### src/core/clockgen_pkg.sv
package clockgen_pkg;

	// ========================================================
	// Register map, one aligned 32-bit word each.
	localparam logic [7:0] PLL_CONTROL_OFS = 8'h00;
	localparam logic [7:0] PLL_BANDWIDTH_OFS = 8'h04;
	localparam logic [7:0] BREAK_FLAG_CTRL_OFS = 8'h08;
	localparam logic [7:0] EVENT_STATUS_OFS = 8'h0c;
	localparam logic [7:0] EVENT_MASK_OFS = 8'h10;

	// ========================================================
	// Field positions.
	localparam int IRQ_ENABLE_BIT = 7;
	localparam int IRQ_FLAG_BIT = 6;
	localparam int POWER_ON_BIT = 5;
	localparam int BASE_SEL_BIT = 4;
	localparam int AUTO_BIT = 7;
	localparam int LOCK_BIT = 6;
	localparam int TRACKING_BIT = 5;
	localparam int BREAK_CLEAR_BIT = 7;
	localparam int EV_LOCK_CHANGE = 0;
	localparam int EV_ACQ_DONE = 1;
	localparam int EV_STOP_WAKE = 2;
	localparam int EV_WIDTH = 3;

	// ========================================================
	// Values after reset and read-as-one bits.
	localparam logic [3:0] CONTROL_LOW_ONES = 4'hf;
	localparam logic RESET_POWER_ON = 1'b1;
	localparam logic [EV_WIDTH-1:0] RESET_EV_MASK = 3'h0;

	// ========================================================
	// Counts of cycles.
	localparam int QUAL_WIDTH = 8;
	localparam logic [QUAL_WIDTH-1:0] ACQ_WINDOW_REFS = 8'h20;
	localparam logic [QUAL_WIDTH-1:0] TRK_WINDOW_REFS = 8'h40;
	localparam logic [3:0] REF_DIV_XTAL = 4'h4;

	// Control bits of the PLL control register.
	typedef struct packed {
		logic irq_enable;
		logic power_on;
		logic base_sel;
	} pll_ctl_s;

	// Bandwidth control bits.
	typedef struct packed {
		logic auto_mode;
		logic tracking_manual;
	} bw_ctl_s;

endpackage

### src/core/lock_qualifier.sv
`timescale 1ns/100ps

// Counts a window of reference ticks and declares qualified only if the
// tolerance input held for the whole window.
module lock_qualifier (
	input wire logic clock_in, // System clock.
	input wire logic rstn_in, // Asynchronous reset, active low.
	input wire logic enable_in, // Qualification allowed.
	input wire logic ref_tick_in, // One-cycle reference tick.
	input wire logic in_tol_in, // Error within tolerance.
	input wire logic [clockgen_pkg::QUAL_WIDTH-1:0] window_in, // Ticks.
	output logic qualified_out // Window passed, held while in tolerance.
);

	logic [clockgen_pkg::QUAL_WIDTH-1:0] count_q;
	logic clean_q;

	// =======================================================
	// Window counter, cleared whenever qualification is off.
	always_ff @(posedge clock_in or negedge rstn_in) begin
		if (!rstn_in) begin
			count_q <= '0;
			clean_q <= 1'b1;
			qualified_out <= 1'b0;
		end else if (!enable_in) begin
			count_q <= '0;
			clean_q <= 1'b1;
			qualified_out <= 1'b0;
		end else if (qualified_out) begin
			// Leaving tolerance drops qualification at once.
			if (!in_tol_in) begin
				qualified_out <= 1'b0;
			end
		end else if (ref_tick_in) begin
			if (count_q == window_in - 1'b1) begin
				// Whole window judged; a failed window restarts.
				qualified_out <= clean_q & in_tol_in;
				count_q <= '0;
				clean_q <= 1'b1;
			end else begin
				count_q <= count_q + 1'b1;
				clean_q <= clean_q & in_tol_in;
			end
		end
	end

endmodule

### src/core/pll_clock_stop_break_lock_logic.sv
`timescale 1ns/100ps

module pll_clock_stop_break_lock_logic (
	input wire logic clock_in, // 40 MHz system clock.
	input wire logic rstn_in, // Asynchronous reset, active low.
	input wire logic psel_in, // APB select.
	input wire logic penable_in, // APB enable.
	input wire logic pwrite_in, // APB direction.
	input wire logic [7:0] paddr_in, // APB byte address.
	input wire logic [31:0] pwdata_in, // APB write data.
	output logic [31:0] prdata_out, // APB read data.
	output logic pready_out, // APB ready.
	output logic pslverr_out, // APB error, unmapped address.
	input wire logic stop_in, // Stop instruction executes, pulse.
	input wire logic wake_in, // Recovery from stop, pulse.
	input wire logic break_in, // Break state, level.
	input wire logic vco_clock_in, // VCO clock, asynchronous.
	input wire logic trk_tol_in, // Error within tracking tolerance.
	input wire logic lock_tol_in, // Error within lock tolerance.
	output logic crystal_ref_clock_out, // Crystal clock output.
	output logic base_clock_out, // Base clock output.
	output logic clockgen_irq_out, // Interrupt line, level.
	output logic pll_power_on_out // PLL enable to the analog loop.
);

	clockgen_pkg::pll_ctl_s ctl_q;
	clockgen_pkg::bw_ctl_s bw_q;
	logic pll_irq_flag_q;
	logic break_clear_enable_q;
	logic [clockgen_pkg::EV_WIDTH-1:0] ev_status_q;
	logic [clockgen_pkg::EV_WIDTH-1:0] ev_mask_q;
	logic stopped_q;
	logic [2:0] vco_sync_q;
	logic [1:0] trk_sync_q;
	logic [1:0] lock_sync_q;
	logic [3:0] ref_div_q;
	logic ref_tick_q;
	logic acq_done;
	logic lock_done;
	logic lock_prev_q;
	logic acq_prev_q;
	logic xtal_rise;
	logic vco_rise;
	logic qual_en;
	logic bus_write;
	logic bus_read;
	logic sel_ctl;
	logic sel_bw;
	logic sel_brk;
	logic sel_sts;
	logic sel_msk;
	logic mapped;
	logic protect;
	logic lock_view;
	logic lock_change;
	logic [31:0] rd_d;

	// =======================================================
	// Address decode and access strobes; writes act at the access edge.
	assign sel_ctl = paddr_in == clockgen_pkg::PLL_CONTROL_OFS;
	assign sel_bw = paddr_in == clockgen_pkg::PLL_BANDWIDTH_OFS;
	assign sel_brk = paddr_in == clockgen_pkg::BREAK_FLAG_CTRL_OFS;
	assign sel_sts = paddr_in == clockgen_pkg::EVENT_STATUS_OFS;
	assign sel_msk = paddr_in == clockgen_pkg::EVENT_MASK_OFS;
	assign mapped = sel_ctl | sel_bw | sel_brk | sel_sts | sel_msk;
	assign bus_write = psel_in & penable_in & pready_out & pwrite_in;
	assign bus_read = psel_in & penable_in & pready_out & ~pwrite_in;
	// Break state without clear enable shields flags from software.
	assign protect = break_in & ~break_clear_enable_q;

	// =======================================================
	// Two-flop synchronisers for the asynchronous inputs.
	always_ff @(posedge clock_in or negedge rstn_in) begin
		if (!rstn_in) begin
			vco_sync_q <= 3'h0;
			trk_sync_q <= 2'h0;
			lock_sync_q <= 2'h0;
		end else begin
			vco_sync_q <= {vco_sync_q[1:0], vco_clock_in};
			trk_sync_q <= {trk_sync_q[0], trk_tol_in};
			lock_sync_q <= {lock_sync_q[0], lock_tol_in};
		end
	end

	// Rising edge of the synchronised VCO clock, read from later stages.
	assign vco_rise = vco_sync_q[1] & ~vco_sync_q[2];
	// The crystal output toggles every cycle, so it rises every other one.
	assign xtal_rise = ~crystal_ref_clock_out & ~stopped_q;

	// =======================================================
	// Crystal clock output and reference divider; all halt in stop.
	always_ff @(posedge clock_in or negedge rstn_in) begin
		if (!rstn_in) begin
			crystal_ref_clock_out <= 1'b0;
			ref_div_q <= 4'h0;
			ref_tick_q <= 1'b0;
		end else if (stopped_q | stop_in) begin
			crystal_ref_clock_out <= 1'b0;
			ref_div_q <= 4'h0;
			ref_tick_q <= 1'b0;
		end else begin
			crystal_ref_clock_out <= ~crystal_ref_clock_out;
			ref_tick_q <= 1'b0;
			if (xtal_rise) begin
				if (ref_div_q == clockgen_pkg::REF_DIV_XTAL - 4'h1) begin
					ref_div_q <= 4'h0;
					ref_tick_q <= 1'b1;
				end else begin
					ref_div_q <= ref_div_q + 4'h1;
				end
			end
		end
	end

	// =======================================================
	// Base clock toggles on each rising edge of the chosen source: half rate.
	always_ff @(posedge clock_in or negedge rstn_in) begin
		if (!rstn_in) begin
			base_clock_out <= 1'b0;
		end else if (stopped_q | stop_in) begin
			base_clock_out <= 1'b0;
		end else if (ctl_q.base_sel ? vco_rise : xtal_rise) begin
			base_clock_out <= ~base_clock_out;
		end
	end

	// =======================================================
	// Stop state, entered by the stop pulse and left by the wake pulse.
	always_ff @(posedge clock_in or negedge rstn_in) begin
		if (!rstn_in) begin
			stopped_q <= 1'b0;
		end else if (stop_in) begin
			stopped_q <= 1'b1;
		end else if (wake_in) begin
			stopped_q <= 1'b0;
		end
	end

	// =======================================================
	// PLL control bits with their mutual protection.
	always_ff @(posedge clock_in or negedge rstn_in) begin
		if (!rstn_in) begin
			ctl_q <= '{irq_enable: 1'b0,
				power_on: clockgen_pkg::RESET_POWER_ON, base_sel: 1'b0};
		end else if (stop_in) begin
			ctl_q.base_sel <= 1'b0;
		end else if (bus_write & sel_ctl) begin
			ctl_q.irq_enable <= pwdata_in[clockgen_pkg::IRQ_ENABLE_BIT];
			// Power may not drop while the VCO drives the base clock,
			// nor in the write that hands the base clock to the VCO.
			ctl_q.power_on <= pwdata_in[clockgen_pkg::POWER_ON_BIT] |
				ctl_q.base_sel |
				(pwdata_in[clockgen_pkg::BASE_SEL_BIT] &
				ctl_q.power_on);
			// The VCO may be chosen only while the PLL is already on.
			ctl_q.base_sel <= pwdata_in[clockgen_pkg::BASE_SEL_BIT] &
				ctl_q.power_on;
		end
	end

	// =======================================================
	// Bandwidth mode and manual tracking bit; the latter is kept
	// while automatic mode owns the status.
	always_ff @(posedge clock_in or negedge rstn_in) begin
		if (!rstn_in) begin
			bw_q <= '0;
		end else if (bus_write & sel_bw) begin
			bw_q.auto_mode <= pwdata_in[clockgen_pkg::AUTO_BIT];
			if (!bw_q.auto_mode) begin
				bw_q.tracking_manual <=
					pwdata_in[clockgen_pkg::TRACKING_BIT];
			end
		end
	end

	// Break flag control, cleared by reset to protect the flag.
	always_ff @(posedge clock_in or negedge rstn_in) begin
		if (!rstn_in) begin
			break_clear_enable_q <= 1'b0;
		end else if (bus_write & sel_brk) begin
			break_clear_enable_q <= pwdata_in[clockgen_pkg::BREAK_CLEAR_BIT];
		end
	end

	// =======================================================
	// Lock qualification over counted reference windows.
	assign qual_en = bw_q.auto_mode & ctl_q.power_on & ~stopped_q &
		~stop_in;

	lock_qualifier acq_qual (
		.clock_in(clock_in),
		.rstn_in(rstn_in),
		.enable_in(qual_en),
		.ref_tick_in(ref_tick_q),
		.in_tol_in(trk_sync_q[1]),
		.window_in(clockgen_pkg::ACQ_WINDOW_REFS),
		.qualified_out(acq_done)
	);

	lock_qualifier lock_qual (
		.clock_in(clock_in),
		.rstn_in(rstn_in),
		.enable_in(qual_en & acq_done),
		.ref_tick_in(ref_tick_q),
		.in_tol_in(lock_sync_q[1]),
		.window_in(clockgen_pkg::TRK_WINDOW_REFS),
		.qualified_out(lock_done)
	);

	assign lock_view = bw_q.auto_mode & lock_done;
	assign lock_change = lock_view != lock_prev_q;

	// =======================================================
	// PLL flag: lock changes set it, control reads clear it; set wins.
	always_ff @(posedge clock_in or negedge rstn_in) begin
		if (!rstn_in) begin
			lock_prev_q <= 1'b0;
			acq_prev_q <= 1'b0;
			pll_irq_flag_q <= 1'b0;
		end else begin
			lock_prev_q <= lock_view;
			acq_prev_q <= acq_done;
			if (!bw_q.auto_mode) begin
				pll_irq_flag_q <= 1'b0;
			end else if (lock_change) begin
				pll_irq_flag_q <= 1'b1;
			end else if (bus_read & sel_ctl & ~protect) begin
				pll_irq_flag_q <= 1'b0;
			end
		end
	end

	// =======================================================
	// Sticky event status, write one to clear, with its mask.
	always_ff @(posedge clock_in or negedge rstn_in) begin
		if (!rstn_in) begin
			ev_status_q <= '0;
			ev_mask_q <= clockgen_pkg::RESET_EV_MASK;
		end else begin
			if (bus_write & sel_msk) begin
				ev_mask_q <= pwdata_in[clockgen_pkg::EV_WIDTH-1:0];
			end
			for (int i = 0; i < clockgen_pkg::EV_WIDTH; i++) begin
				if ((i == clockgen_pkg::EV_LOCK_CHANGE && lock_change) ||
					(i == clockgen_pkg::EV_ACQ_DONE &&
					acq_done && !acq_prev_q) ||
					(i == clockgen_pkg::EV_STOP_WAKE &&
					wake_in && stopped_q)) begin
					ev_status_q[i] <= 1'b1;
				end else if (bus_write && sel_sts && pwdata_in[i] &&
					!protect) begin
					ev_status_q[i] <= 1'b0;
				end
			end
		end
	end

	// =======================================================
	// Interrupt line and PLL enable, registered; quiet during stop.
	always_ff @(posedge clock_in or negedge rstn_in) begin
		if (!rstn_in) begin
			clockgen_irq_out <= 1'b0;
			pll_power_on_out <= 1'b0;
		end else begin
			clockgen_irq_out <= ~stopped_q & ~stop_in &
				((pll_irq_flag_q & ctl_q.irq_enable) |
				(|(ev_status_q & ev_mask_q)));
			pll_power_on_out <= ctl_q.power_on & ~stopped_q & ~stop_in;
		end
	end

	// =======================================================
	// Read multiplexer.
	always_comb begin
		rd_d = 32'h0;
		if (sel_ctl) begin
			rd_d[clockgen_pkg::IRQ_ENABLE_BIT] = ctl_q.irq_enable;
			rd_d[clockgen_pkg::IRQ_FLAG_BIT] = pll_irq_flag_q;
			rd_d[clockgen_pkg::POWER_ON_BIT] = ctl_q.power_on;
			rd_d[clockgen_pkg::BASE_SEL_BIT] = ctl_q.base_sel;
			rd_d[3:0] = clockgen_pkg::CONTROL_LOW_ONES;
		end else if (sel_bw) begin
			rd_d[clockgen_pkg::AUTO_BIT] = bw_q.auto_mode;
			rd_d[clockgen_pkg::LOCK_BIT] = lock_view;
			rd_d[clockgen_pkg::TRACKING_BIT] = bw_q.auto_mode ?
				acq_done : bw_q.tracking_manual;
		end else if (sel_brk) begin
			rd_d[clockgen_pkg::BREAK_CLEAR_BIT] = break_clear_enable_q;
		end else if (sel_sts) begin
			rd_d[clockgen_pkg::EV_WIDTH-1:0] = ev_status_q;
		end else if (sel_msk) begin
			rd_d[clockgen_pkg::EV_WIDTH-1:0] = ev_mask_q;
		end
	end

	// =======================================================
	// APB answer: ready in the first access cycle, data from setup.
	always_ff @(posedge clock_in or negedge rstn_in) begin
		if (!rstn_in) begin
			pready_out <= 1'b0;
			pslverr_out <= 1'b0;
			prdata_out <= 32'h0;
		end else if (psel_in & ~penable_in) begin
			pready_out <= 1'b1;
			pslverr_out <= ~mapped;
			prdata_out <= pwrite_in ? 32'h0 : rd_d;
		end else begin
			pready_out <= 1'b0;
			pslverr_out <= 1'b0;
		end
	end

endmodule

### config.mk
export PLATFORM = sky130hd
export DESIGN_NAME = pll_clock_stop_break_lock_logic
export DESIGN_NICKNAME = d
export VERILOG_FILES = /design/src/core/clockgen_pkg.sv /design/src/core/lock_qualifier.sv /design/src/core/pll_clock_stop_break_lock_logic.sv
export SDC_FILE = /design/constraint.sdc
export NUM_CORES = 1
export LEC_CHECK = 0
export BUFFER_PORTS_ARGS = -buffer_cell sky130_fd_sc_hd__buf_4
export CORE_MARGIN = 2
export CORE_UTILIZATION = 35
export DETAILED_ROUTE_END_ITERATION = 6
export GPL_TIMING_DRIVEN = 0
export RECOVER_POWER = 25
export SETUP_SLACK_MARGIN = 0.3
export SLEW_MARGIN = 40
export SYNTH_ARGS = -nofsm -noshare
export SYNTH_HDL_FRONTEND = slang
export SYNTH_SLANG_ARGS = --single-unit
### constraint.sdc
create_clock -name clock_in -period 1.9 [get_ports clock_in]
set_clock_uncertainty 0.05 [all_clocks]
set_input_delay 0.38 -clock clock_in [delete_from_list [all_inputs] [get_ports clock_in]]
set_output_delay 0.38 -clock clock_in [all_outputs]
set_load 0.02 [all_outputs]
==> reports/metrics.csv <==
stage,metric,value,unit
status,status,finished clean,
global_route,vias in the first global route,2150,
timing,Setup TNS Final,0,ns
place,Detail Placement HPWL,4270,um
place,I/O Buffers,38,
clock_network,CTS sink cnt,62,
yosys,most instantiated cells after synthesis,"dfrtp_1, buf_4, nor2_1",
detailed_routing,iteration count of the initial detailed-routing pass,4,
global_route,largest net degree at the start of global routing,63,
floorplan,Die X,96.5,um
yosys,most frequent cell after synthesis,dfrtp_1,
critical_path,Crit Reg-Reg Endpoint,lock_qual.clean_q,
timing,final hold vios,0,
place,pre-CTS setup slack,-0.0194,ns
finish,Util after Layout,0.464,
place,Post-DP Area,3510,um^2
detailed_routing,vias per inst,4.80,
clock_network,clock buffer depth,2,
critical_path,CP required,2.12,ns
critical_path,critical path's slowest cell,and4bb_4,
yosys,Synth Flop Type,dfrtp_1,
yosys,"area leader, netlist",dfrtp_1,
critical_path,critical path class,flip-flop to flip-flop,
yosys,Yosys top cell area share,0.493,
timing,Final setup viols,0,
finish,antenna cell count,0,
detailed_routing,average routed wire per standard cell,13.0,um
power,peak supply drop,0.000400,V
place,GP Congestion,0.767,
critical_path,"Critical Path, Cell by Cell",clkbuf_1 > and4bb_4 > nand2_4 > or2_4 > nand2b_1,
critical_path,CP Launch Point,bw_q[1],
clock_network,CTS buffer count,9,
timing,hold_ws,0.111,ns
yosys,Netlist cell types,57,
global_route,GRT overflow,0,
yosys,sequential area share after synthesis,0.519,
finish,Layout Cell Area excl Fill,3830,um^2
place,Post-Place Cells,442,
yosys,number of synthesized flops with an enable pin,0,
floorplan,full die area,9310,um^2
detailed_routing,initial detailed-routing violation count,47,
timing,Final period util,0.847,
detailed_routing,Vias,2225,
critical_path,worst-path fanout max,8,
clock_network,CTS tree,yes,
power,total power,2.72,mW
clock_network,Worst-path clk slew,0.07,ns
yosys,largest cells by area after synthesis,"dfrtp_1, buf_4, nor2_1",
clock_network,worst skew pair latency,0.34,ns
timing,Least-Margin Pin Slew,0.823,ns
global_route,first-pass GRT wire length,10400,um
flow_run,maxcap violations,0,
timing,RSZ-0062 raised after global routing,yes,
finish,layout cells sized above 1,0.312,
floorplan,starting density of the core,0.363,
floorplan,core area,8260,um^2
timing,max_slew headroom,0.451,
critical_path,flop2flop setup slack,0.29,ns
detailed_routing,remaining antenna violation count,0,
yosys,ys async rst share,1.00,
min_path,Tightest Hold Check Type,input pin to flip-flop,
clock_network,Root Buffer,clkbuf_8,
floorplan,boundary pin count,89,
detailed_routing,DRC Markers,0,
timing,Max Slew Vio Count,0,
power,power per cell area,710,nW/um^2
timing,Final min period,1.61,ns
critical_path,reg2reg path depth,5,
critical_path,origin of the critical flop-to-flop path,bw_q[1],
clock_network,H-tree depth,3,
floorplan,Die Height,96.5,um
yosys,register bit total from synthesis,62,
global_route,GRT Total Usage,0.147,
finish,Finished Layout Cells,464,
power,Static Leak,1.82,nW
yosys,Syn Area/Cell,10.8,um^2
yosys,post-synthesis cell count,276,
critical_path,Setup crit start kind,flip-flop,
global_route,initial antenna violation count,0,
yosys,synthesized area,2990,um^2
critical_path,Worst Setup End Kind,flip-flop,
finish,Nets,408,
critical_path,Worst EP arrival,1.83,ns
critical_path,CP endpoint,lock_qual.clean_q,
yosys,yosys warns,0,
critical_path,max incr delay on CP,0.35,ns
timing,final setup margin,0.290,ns
timing,Achievable Freq,0.621,GHz
finish,Syn-to-layout area delta,28.0,%
floorplan,Rows,33,
detailed_routing,final WL,6030,um
-- cell type report --
cell class,count,area [um^2]
Fill cell,771,4430
Clock inverter,7,73.8
Multi-Input combinational cell,197,1370
Clock buffer,9,124
Inverter,8,30.0
Buffer,32,223
Tap cell,105,131
Sequential cell,62,1560
Timing Repair Buffer,44,329
-- kinds of logic (layout without fill, tap and decap cells) --
| family | Yosys count | count (layout) | synth area share |
|---|---|---|---|
| buffers and inverters | 40 | 100 | 0.0836 |
| adders and majority gates | 3 | 3 | 0.0125 |
| AOI/OAI and AO/OA | 44 | 44 | 0.108 |
| and+or+nand+nor | 101 | 101 | 0.194 |
| other | 1 | 24 | 0.00125 |
| muxes | 9 | 9 | 0.0343 |
| DFF | 62 | 62 | 0.519 |
| xor gates and xnor gates | 16 | 16 | 0.0468 |
-- flip-flops by register name (all words and copies together) (netlist names), 2 cells and up --
signal / count
bw_q: 2
vco_sync_q: 3
acq_qual.count_q: 8
ev_status_q: 3
lock_sync_q: 2
prdata_out: 8
trk_sync_q: 2
ref_div_q: 4
ctl_q: 3
ev_mask_q: 3
lock_qual.count_q: 8
-- routing by layer --
layer,global-route usage,part of all wire
met1,0.194,0.47
met2,0.229,0.47
met3,0.0450,0.048
met4,0.0505,0.0098
met5,0,0
-- where the power goes --
part	total [mW]	internal, mW	leakage, nW	switching [mW]
combinational	0.228	0.0970	0.900	0.131
clock	1.15	0.609	0.0996	0.539
sequential	1.35	1.34	0.825	0.0103
total	2.72	2.04	1.82	0.680
-- critical path: cells and delay by family (launching register included) --
family / cells / cell delay (ns)
and+or+nand+nor: 4 / 0.86
buffers and inverters: 1 / 0.31
DFF: 1 / 0.33
-- cell usage in the layout (no fill, tap or decap), types with 6 or more instances in the layout --
| master | n |
|---|---|
| buf_4 | 62 |
| dfrtp_1 | 58 |
| conb_1 | 24 |
| nor2_1 | 22 |
| nand2_1 | 18 |
| nand3_1 | 10 |
| xor2_1 | 9 |
| clkbuf_8 | 9 |
| inv_1 | 8 |
| a21oi_1 | 8 |
| nor2b_1 | 8 |
| xnor2_1 | 7 |
| clkbuf_1 | 6 |
| o21ai_0 | 6 |
-- how the worst min path moves through the flow --
| stage | cells after the start | startpoint | endpoint |
|---|---|---|---|
| floorplan | 0 | rstn_in | acq_prev_q |
| global placement | 0 | lock_sync_q[0] | lock_sync_q[1] |
| detailed placement | 0 | vco_sync_q[0] | vco_sync_q[1] |
| CTS | 1 | lock_tol_in | lock_sync_q[0] |
| global route | 1 | lock_tol_in | lock_sync_q[0] |
| finish | 1 | vco_clock_in | vco_sync_q[0] |
-- repair_timing --
action / CTS / global route
pin swaps: 0 / 4
resized for setup: 5 / 18
setup endpoints to repair: 5 / 27
cloned: 0 / 0
hold buffers: 0 / 1
setup buffers: 1 / 4
endpoints found under the hold margin: 0 / 24
No activity file was read; power rests on OpenSTA's default activity.
